<file path="src/design/lfs_map.svh">
`ifndef LFS_MAP_SVH
`define LFS_MAP_SVH
`define LFS_NUM_CH 6
`define LFS_CLK_MHZ 50
`define LFS_OPEN_FAST_US 800
`define LFS_OPEN_FAST_CYC (`LFS_OPEN_FAST_US * `LFS_CLK_MHZ)
`define LFS_PWM_TIMEOUT 3'h6
`define LFS_PWR_SHORT_MS 31
`define LFS_PWR_SHORT_CYC (`LFS_PWR_SHORT_MS * 1000 * `LFS_CLK_MHZ)
`define LFS_SCALE_FULL 2'h0
`define LFS_SCALE_75 2'h1
`define LFS_SCALE_50 2'h2
`define LFS_SCALE_25 2'h3
`endif

</file>
<file path="src/design/lfs_pkg.sv">
package lfs_pkg;
	typedef enum logic [1:0] {LFS_OFF, LFS_RUN, LFS_THERMAL, LFS_DEAD} lfs_state_e;
	typedef logic [1:0] lfs_scale_t;
endpackage

</file>
<file path="src/design/lfs_ch_if.sv">
`timescale 1ns/1ps
interface lfs_ch_if;
	logic clear;
	logic run;
	logic force_open;
	logic fast;
	logic pwm_tick;
	logic fast_tick;
	logic cur_ok;
	logic over_short;
	logic disabled;
	modport top (output clear, run, force_open, fast, pwm_tick, fast_tick, output cur_ok, over_short, input disabled);
	modport ch (input clear, run, force_open, fast, pwm_tick, fast_tick, cur_ok, over_short, output disabled);
endinterface

</file>
<file path="src/design/lfs_channel.sv">
`timescale 1ns/1ps
`include "lfs_map.svh"
module lfs_channel (
	input wire logic core_clk, // clock
	input wire logic resetn, // async reset, active low
	lfs_ch_if.ch cif // channel controls and status
);
	logic good_reg;
	logic open_reg;
	logic dis_reg;
	logic [2:0] cnt_reg;
	logic fast_seen_reg;

	assign cif.disabled = dis_reg;

	always_ff @(posedge core_clk or negedge resetn) begin
		if (!resetn) begin
			good_reg <= 1'b0;
		end else if (cif.clear) begin
			good_reg <= 1'b0;
		end else if (cif.run && cif.cur_ok) begin
			good_reg <= 1'b1;
		end else if (cif.run && good_reg && !cif.cur_ok) begin
			good_reg <= 1'b0;
		end
	end

	// open marking: current drop after good, or forced while not good
	always_ff @(posedge core_clk or negedge resetn) begin
		if (!resetn) begin
			open_reg <= 1'b0;
		end else if (cif.clear || !cif.run || cif.cur_ok) begin
			open_reg <= 1'b0;
		end else if (good_reg || cif.force_open) begin
			open_reg <= 1'b1;
		end
	end

	// time-out count: six pwm periods, or one fast period when hot
	always_ff @(posedge core_clk or negedge resetn) begin
		if (!resetn) begin
			cnt_reg <= 3'h0;
			fast_seen_reg <= 1'b0;
		end else if (!open_reg && !cif.over_short) begin
			cnt_reg <= 3'h0;
			fast_seen_reg <= 1'b0;
		end else begin
			if (cif.pwm_tick && cnt_reg != `LFS_PWM_TIMEOUT)
				cnt_reg <= cnt_reg + 3'h1;
			if (cif.fast && cif.fast_tick)
				fast_seen_reg <= 1'b1;
		end
	end

	always_ff @(posedge core_clk or negedge resetn) begin
		if (!resetn) begin
			dis_reg <= 1'b0;
		end else if (cif.clear) begin
			dis_reg <= 1'b0;
		end else if (cnt_reg == `LFS_PWM_TIMEOUT || fast_seen_reg) begin
			dis_reg <= 1'b1;
		end
	end
endmodule

</file>
<file path="src/design/lfs_supervisor.sv">
`timescale 1ns/1ps
`include "lfs_map.svh"
// Notes on behaviour
// - when lower temperature flag is set, channels well below target count as open.
// - above lower temperature, open-channel time-out is a fixed 800 us.
// - each upper temperature trip stops boost and all current sinks.
// - after trip, restart on cool-down flag with current scaled to 75 percent.
// - further trips step the scale to 50 then 25 percent, which stays.
// - thermal cycles return to the active state; only enable low or an output short leaves the cycle.
// - thermal shutdown turns off good and faulty channels alike; 75 percent used.
// - channel below the short threshold stays enabled, others run normally.
// - channel above short threshold disabled after six PWM periods.
// - open channel raising output to over-voltage times out after six PWM periods.
// - zener-bypassed open channel below over-voltage stays on.
// - over-voltage makes every channel below target time out after six periods.
// - output or switch node short to ground shuts down permanently 31 ms after power-up.
// - switch node checks and guard excursions below 20 percent detect output short.
// - fault indicator is latched, cleared only by power cycle or re-enable.
// - channel reaching target is good; later drop below target marks it open.
// - at over-voltage or lower temperature, channels not good become open at once.
module lfs_supervisor #(
	parameter int PWR_SHORT_CYC = `LFS_PWR_SHORT_CYC,
	parameter int OPEN_FAST_CYC = `LFS_OPEN_FAST_CYC
) (
	input wire logic core_clk, // 50 MHz clock
	input wire logic resetn, // async reset, active low
	input wire logic enable, // enable input
	input wire logic pwm_period, // pulse at each dimming period start
	input wire logic [5:0] cur_ok, // channel current at target
	input wire logic [5:0] pin_over_short, // channel pin voltage above short threshold
	input wire logic temp_low, // lower temperature comparator
	input wire logic temp_high, // upper temperature comparator
	input wire logic temp_cool, // cool-down comparator
	input wire logic over_voltage_guard, // output over-voltage comparator
	input wire logic guard_low_dip, // guard sense fell below 20 percent after rising
	input wire logic switch_node_fail, // switch node current or timing check failed
	output logic boost_run, // boost switching allowed
	output logic [5:0] led_channel_n_on, // current sink enables
	output logic [1:0] current_scale, // 0 full, 1 75%, 2 50%, 3 25%
	output logic fault_n, // latched fault, active low
	output logic fault_oe_n, // open-drain enable, low while pulling
	output logic shut_down // permanent shutdown
);
	lfs_pkg::lfs_state_e state_reg;
	lfs_pkg::lfs_scale_t scale_reg;
	logic [5:0] dis;
	logic enable_d_reg;
	logic out_short_reg;
	logic [31:0] pwr_cnt_reg;
	logic [31:0] fast_cnt_reg;
	logic fast_tick_reg;
	logic fault_reg;
	logic thermal_hit;
	logic clear;

	function automatic logic in_run(input lfs_pkg::lfs_state_e st);
		return st == lfs_pkg::LFS_RUN;
	endfunction

	// sinks and boost may run only in the active state with no upper trip
	function automatic logic sinks_live(input lfs_pkg::lfs_state_e st, input logic hot);
		return in_run(st) && !hot;
	endfunction

	assign clear = !enable;
	assign thermal_hit = temp_high && in_run(state_reg);

	// one tracker per sink, fed by the shared flags
	genvar g;
	generate
		for (g = 0; g < `LFS_NUM_CH; g++) begin : g_ch
			lfs_ch_if cif ();
			assign cif.clear = clear;
			assign cif.run = in_run(state_reg);
			assign cif.force_open = over_voltage_guard || temp_low;
			assign cif.fast = temp_low;
			assign cif.pwm_tick = pwm_period;
			assign cif.fast_tick = fast_tick_reg;
			assign cif.cur_ok = cur_ok[g];
			assign cif.over_short = pin_over_short[g];
			assign dis[g] = cif.disabled;
			lfs_channel u_ch (
				.core_clk(core_clk),
				.resetn(resetn),
				.cif(cif)
			);
		end
	endgenerate

	// cool-down restart waits for the upper flag to drop
	always_ff @(posedge core_clk or negedge resetn) begin
		if (!resetn) begin
			state_reg <= lfs_pkg::LFS_OFF;
		end else begin
			case (state_reg)
				lfs_pkg::LFS_OFF: begin
					if (enable)
						state_reg <= lfs_pkg::LFS_RUN;
				end
				lfs_pkg::LFS_RUN: begin
					if (!enable)
						state_reg <= lfs_pkg::LFS_OFF;
					else if (out_short_reg)
						state_reg <= lfs_pkg::LFS_DEAD;
					else if (temp_high)
						state_reg <= lfs_pkg::LFS_THERMAL;
				end
				lfs_pkg::LFS_THERMAL: begin
					if (!enable)
						state_reg <= lfs_pkg::LFS_OFF;
					else if (out_short_reg)
						state_reg <= lfs_pkg::LFS_DEAD;
					else if (temp_cool && !temp_high)
						state_reg <= lfs_pkg::LFS_RUN;
				end
				lfs_pkg::LFS_DEAD: state_reg <= lfs_pkg::LFS_DEAD;
				default: state_reg <= lfs_pkg::LFS_OFF;
			endcase
		end
	end

	// one step per trip, holding at the lowest scale
	always_ff @(posedge core_clk or negedge resetn) begin
		if (!resetn) begin
			scale_reg <= `LFS_SCALE_FULL;
		end else if (clear) begin
			scale_reg <= `LFS_SCALE_FULL;
		end else if (thermal_hit && scale_reg != `LFS_SCALE_25) begin
			scale_reg <= scale_reg + 2'h1;
		end
	end

	// output short detect, acted on no earlier than 31 ms after power-up
	always_ff @(posedge core_clk or negedge resetn) begin
		if (!resetn) begin
			pwr_cnt_reg <= 32'h0;
			out_short_reg <= 1'b0;
		end else begin
			if (pwr_cnt_reg != PWR_SHORT_CYC[31:0])
				pwr_cnt_reg <= pwr_cnt_reg + 32'h1;
			if ((switch_node_fail || guard_low_dip) && pwr_cnt_reg == PWR_SHORT_CYC[31:0])
				out_short_reg <= 1'b1;
		end
	end

	// 800 us time base for the hot open-channel time-out
	always_ff @(posedge core_clk or negedge resetn) begin
		if (!resetn) begin
			fast_cnt_reg <= 32'h0;
			fast_tick_reg <= 1'b0;
		end else if (!temp_low) begin
			fast_cnt_reg <= 32'h0;
			fast_tick_reg <= 1'b0;
		end else if (fast_cnt_reg == OPEN_FAST_CYC[31:0] - 32'h1) begin
			fast_cnt_reg <= 32'h0;
			fast_tick_reg <= 1'b1;
		end else begin
			fast_cnt_reg <= fast_cnt_reg + 32'h1;
			fast_tick_reg <= 1'b0;
		end
	end

	// rising enable marks a re-enable
	always_ff @(posedge core_clk or negedge resetn) begin
		if (!resetn) begin
			enable_d_reg <= 1'b0;
		end else begin
			enable_d_reg <= enable;
		end
	end

	always_ff @(posedge core_clk or negedge resetn) begin
		if (!resetn) begin
			fault_reg <= 1'b0;
		end else if (enable && !enable_d_reg) begin
			fault_reg <= 1'b0;
		end else if (|dis || temp_high || over_voltage_guard || (|pin_over_short) || out_short_reg) begin
			fault_reg <= 1'b1;
		end
	end

	// boost stops the cycle after an upper trip is seen
	always_ff @(posedge core_clk or negedge resetn) begin
		if (!resetn) begin
			boost_run <= 1'b0;
		end else begin
			boost_run <= sinks_live(state_reg, temp_high);
		end
	end

	always_ff @(posedge core_clk or negedge resetn) begin
		if (!resetn) begin
			led_channel_n_on <= 6'h00;
		end else begin
			led_channel_n_on <= sinks_live(state_reg, temp_high) ? ~dis : 6'h00;
		end
	end

	always_ff @(posedge core_clk or negedge resetn) begin
		if (!resetn) begin
			current_scale <= `LFS_SCALE_FULL;
		end else begin
			current_scale <= scale_reg;
		end
	end

	// open-drain pin pulls low while the latched fault stands
	always_ff @(posedge core_clk or negedge resetn) begin
		if (!resetn) begin
			fault_n <= 1'b1;
			fault_oe_n <= 1'b1;
		end else begin
			fault_n <= !fault_reg;
			fault_oe_n <= !fault_reg;
		end
	end

	always_ff @(posedge core_clk or negedge resetn) begin
		if (!resetn) begin
			shut_down <= 1'b0;
		end else begin
			shut_down <= state_reg == lfs_pkg::LFS_DEAD;
		end
	end
endmodule

</file>
<file path="config.mk">
export PLATFORM = sky130hd
export DESIGN_NAME = lfs_supervisor
export DESIGN_NICKNAME = d
export VERILOG_FILES = /design/src/design/lfs_pkg.sv /design/src/design/lfs_ch_if.sv /design/src/design/lfs_channel.sv /design/src/design/lfs_supervisor.sv
export VERILOG_INCLUDE_DIRS = /design/src /design/src/design
export SDC_FILE = /design/constraint.sdc
export NUM_CORES = 1
export LEC_CHECK = 0
export ABC_AREA = 1
export BUFFER_PORTS_ARGS = -buffer_cell sky130_fd_sc_hd__buf_2
export CAP_MARGIN = 5
export CORE_ASPECT_RATIO = 0.8
export CORE_MARGIN = 1
export CORE_UTILIZATION = 42
export DETAILED_ROUTE_END_ITERATION = 10
export PLACE_DENSITY_LB_ADDON = 0.08
export SYNTH_ARGS = -nofsm -noshare
export SYNTH_HDL_FRONTEND = slang
export SYNTH_HIERARCHICAL = 1
export SYNTH_SLANG_ARGS = --single-unit
</file>
<file path="constraint.sdc">
create_clock -name core_clk -period 3.25 [get_ports core_clk]
set_input_delay 0.1625 -clock core_clk [delete_from_list [all_inputs] [get_ports core_clk]]
set_output_delay 0.1625 -clock core_clk [all_outputs]
set_load 0.01 [all_outputs]
</file>
[After elaboration in Yosys (flattened, before gate mapping)]
Cells that the tools add are included.
Storage, ports and cells
  memory bits (read-only): 0
  bits in registers: 125
  logic and storage cells: 274
  output and inout bits: 12
  bits of input ports: 22
  RAM bits: 0
  memories kept: 0
  latch bits: 0
Operators by class
  order comparisons: 0
  div/mod/pow operators: 0
  shift operators: 0
  reductions and logical operators: 108
  $mul: 0
  add/sub/neg operators: 9
  equal/unequal tests: 35
  multiplexer cells: 78
  bitwise logic cells: 1
Operators by type and width (count)
  $add 32x1->32 const B: 2
  $mux 32: 2
  $mux 1: 53
  $reduce_bool 2->1: 19
  $logic_and 1x1->1: 37
  $mux 3: 12
  $eq 32x16->1 const B: 1
  $eq 32x21->1 const B: 1
  $ne 32x21->1 const B: 1
  $logic_or 1x1->1: 25
  $logic_not 1->1: 23
  $add 3x1->3 const B: 6
  $eq 3x3->1 const B: 6
  $mux 2: 9
  $ne 3x1->1 const B: 6
  $ne 3x3->1 const B: 6
  $ne 2x1->1 const B: 7
  $reduce_or 6->1: 2
  $ne 4x4->1 const B: 2
  $pmux 2 s4: 1
  $mux 6: 1
  $not 6->6: 1
  $eq 2x2->1 const B: 2
  $ne 2x2->1 const B: 2
  other kinds (4): 4

[Depth between registers and ports, before layout]
  depth after elaboration: 7
  mapped depth: 9
  gate-level depth less buffers: 9

[By module]
The synthesis kept the hierarchy.
Modules (own cells, without submodules)
  lfs_supervisor: area each 4624.4 um2, times used 1, cells an instance 660, seq. area each 2078.2 um2
  lfs_channel: area each 332.8 um2, times used 6, cells an instance 41, seq. area each 175.2 um2

[Worst setup path after synthesis]
OpenSTA, ideal clock, no wires.
  path kind: register -> register
  from: register pwr_cnt_reg[0]
  to: register pwr_cnt_reg[30]
  buffers on the path: 0
  slack: 1.781 ns
  cell stages (with the launch flop): 9
  period minus slack after synthesis: 1.469 ns
  setup time: 0.116 ns
  required time: 3.134 ns
  data arrival time: 1.352 ns
  cell sequence: dfrtp_1 > ha_1 > nand3_1 > nor2_2 > inv_1 > nor2_2 > nand2_1 > nand2_1 > nand2_1
Between the ends
  longest elaborated chain between the ends: 1
  elaborated cells between the ends (all ways): 2
  those cells by class: 1 x add/sub; 1 x eq/ne
Ends and longest elaborated chain
  start, declared: line lfs_supervisor.sv:49  | logic [31:0] pwr_cnt_reg;
  start signal, assigned: line lfs_supervisor.sv:140  | pwr_cnt_reg <= pwr_cnt_reg + 32'h1;
  $add 32x1->32 or $ne 32x21->1 (tied branches): line lfs_supervisor.sv:140, lfs_supervisor.sv:139
Parallel ways exist; a longest one is shown, timed or not.
A chain may end at the register's enable or synchronous reset.

[Worst setup path after layout]
  from: register state_reg[1]
  to: register state_reg[1]
Between the ends
  longest elaborated chain between the ends: 3
  elaborated cells between the ends (all ways): 9
  those cells by class: 6 x eq/ne; 1 x mux; 2 x reduce/logical
Ends and longest elaborated chain
  start, declared: line lfs_supervisor.sv:44  | lfs_pkg::lfs_state_e state_reg;
  start signal, assigned: line lfs_supervisor.sv:93  | state_reg <= lfs_pkg::LFS_OFF;
  start signal, assigned: line lfs_supervisor.sv:98  | state_reg <= lfs_pkg::LFS_RUN;
  start signal, assigned: line lfs_supervisor.sv:102  | state_reg <= lfs_pkg::LFS_OFF;
  $eq 2x1->1 *
  via g_ch[0].cif.run: line lfs_ch_if.sv:4  | logic run;
  $ne 4x4->1 (no source line)
  $reduce_and 3->1 (no source line)
The timed path passes the listed nets; every way through them passes the cells marked *.

==> flow_summary.ini <==
[run_status]
status = finished, final reports clean

[floorplan]
io_pins = 34
coreArea_um2 = 15200
die_h_um = 114
rows = 40
initial_core_util = 0.435
die_w_um = 142
die-area_um2 = 16300

[setup_path]
critical-path-top-delay-family = simple AND/OR/NAND/NOR gates
cp_cell_sequence = nor2_2, nand2_2, nand2_1, nand3_1, nand3_1, o21ai_0
max_stage_delay_ps = 560
critPathKind = reg -> reg
critPathRequiredTime_ps = 3560
cp_common_cell = nand3_1
crit_fanout = 17
crit_buf_inv = 0
crit_slowest_cell = nor2_2
worstSetupStartpointType = register
cp-end-kind = register
cp.arrival_ps = 2110

[finish]
final_cell_mix = 254 x nand2_1, 212 x nor2_1, 124 x dfrtp_1, 97 x inv_1, 52 x nand3_1
num_antenna_cells = 0
area_delta_synth_final_pct = 16.6
layout.nets = 1003
mostFrequentLayoutCell = nand2_1
fillCellCount = 1546
final_core_util = 0.507
drive_gt1_frac = 0.108

[placement]
numPortBuffers = 33
place_congestion = 0.847
hpwl_um = 11000

[sta]
final_hold_viol_count = 0
worstMarginPinSlew_ps = 744
slew_viol_final = 0
slew_headroom = 0.504
finalHoldWorstSlack_ps = 4.08
rsz0062_at_grt = false
setup_violations = 0
period_needed_ps = 1800
fmax_mhz = 554
tns_ps = 0
skew_ps = 11.9
post-route-period-util = 0.555

[detailed_routing]
drc = 0
dr_total_vias = 5467
drt_pass1_iterations = 5
drtIter0Drc = 350
wirelength_um = 15000
avgRoutedWirePerCell_um = 12.6
viasPerCell = 4.60
ant_nets = 0

[clocking]
cts.sinks = 125
clkSlewWorstSetupHoldPaths_ps = 60
cts_made_buffers = 17
clk_latency_ps = 430
cts_root_buffer = clkbuf_16
htree_num_levels = 4
cts_max_path_buffers = 2
cts-resized-gates = 0
cts_tree = done

[global_route]
overflow = 0
grt_pass1_vias = 5038
grt_first_pass_wirelength_um = 25400
antenna_found_initial = 0
grtUsageTotal = 0.203
grt_start_max_net_pins = 66

[worst_hold_path]
hold_path_class = in -> reg

[synth]
synth_cell_type_count = 30
yosysWarnings = 6
avgSynthCellArea_um2 = 7.31
syn_inst = 906
synth.yosys.seq_area_share = 0.473
ys_ff_latch = 125
netlist_area_um2 = 6620
synth.net_count = 944

[power]
p_leak_nw = 3.69
peakVddDrop_mv = 0.384
p_per_area_nw_per_um2 = 538

[flow_run]
maxCapViolCount = 0
cells by family after synthesis:
| group | after synthesis | synth area share |
|---|---|---|
| DFF | 125 | 0.473 |
| xor gates and xnor gates | 24 | 0.0317 |
| and+or+nand+nor | 586 | 0.367 |
| AOI/OAI and AO/OA | 41 | 0.0334 |
| buffers and inverters | 114 | 0.0652 |
| adders and majority gates | 16 | 0.0302 |
layer usage:
| layer | part of all wire | GRT usage |
|---|---|---|
| met1 | 0.55 | 0.306 |
| met2 | 0.41 | 0.283 |
| met3 | 0.033 | 0.0523 |
| met4 | 0.0095 | 0.0573 |
| met5 | 0 | 0 |
synth_stat cells, drive strengths merged:
cell	number	area share
nor3b	1	0.0011
o21bai	4	0.0051
clkbuf	2	0.0011
nand2	263	0.15
inv	111	0.063
xor2	20	0.026
nand3b	5	0.0057
nor2	223	0.13
nand3	52	0.039
o21ai	7	0.0053
nor3	32	0.027
nor4	2	0.0019
o211ai	1	0.0011
ha	16	0.030
and2	1	0.00095
nand4	6	0.0057
buf	1	0.0011
dfrtp	124	0.47
xnor2	4	0.0053
or2	1	0.00095
dfstp	1	0.0040
a21oi	29	0.022
worst register-to-register path, cell delays in order, from the launching register on:
cell     delay (ps)
dfrtp_1         420
nor2_2          560
nand2_2         300
nand2_1         140
nand3_1         100
nand3_1          80
o21ai_0          80
metrics by stage:
step / instances / setup slack [ps] / area (µm²) / power, mW
after CTS: 1188 / 1450 / 7720 / 4.21
after global routing: 1188 / 1250 / 7720 / 4.37
after floorplan: 906 / 1780 / 6620 / 2.11
after global placement: 1149 / 1510 / 7060 / 2.29
final: 1188 / 1450 / 7720 / 4.15
after detailed placement: 1149 / 1470 / 7060 / 2.29
cell type report:
cell class | count | area (µm²) | area share
well taps | 210 | 263 | 0.0340
inverters | 111 | 417 | 0.0540
clock buffers | 19 | 443 | 0.0574
multi-input cells | 667 | 3060 | 0.397
repair buffers | 43 | 264 | 0.0342
clock inverters | 13 | 141 | 0.0183
flip-flops and latches | 125 | 3130 | 0.405
worst paths after layout:
check | end | start | slack (ps) | depth (start not counted)
max in group asynchronous | fault_oe_n$_DFF_PN1_ | resetn | 2040 | 3
setup reg to reg | state_reg[1]$_DFFE_PN0P_ | state_reg[1]$_DFFE_PN0P_ | 1450 | 6
setup / recovery | state_reg[1]$_DFFE_PN0P_ | state_reg[1]$_DFFE_PN0P_ | 1450 | 6
hold / removal | g_ch[2].u_ch/open_reg$_DFFE_PN0P_ | cur_ok[2] | 4 | 4
min in group asynchronous | fast_cnt_reg[29]$_DFF_PN0_ | resetn | 290 | 2
hold reg to reg | fault_oe_n$_DFF_PN1_ | fault_reg$_DFFE_PN0P_ | 390 | 1
power by group:
| part | internal [mW] | switching, mW |
|---|---|---|
| sequential | 1.69 | 0.0841 |
| clock | 1.15 | 0.731 |
| combinational | 0.181 | 0.317 |
| total | 3.02 | 1.13 |
what timing repair did:
action                                 4_1_cts  5_1_grt
buffers inserted                             0        0
endpoints found under the hold margin       69        0
hold buffers                                 7        0
(Power assumes the default switching activity.)
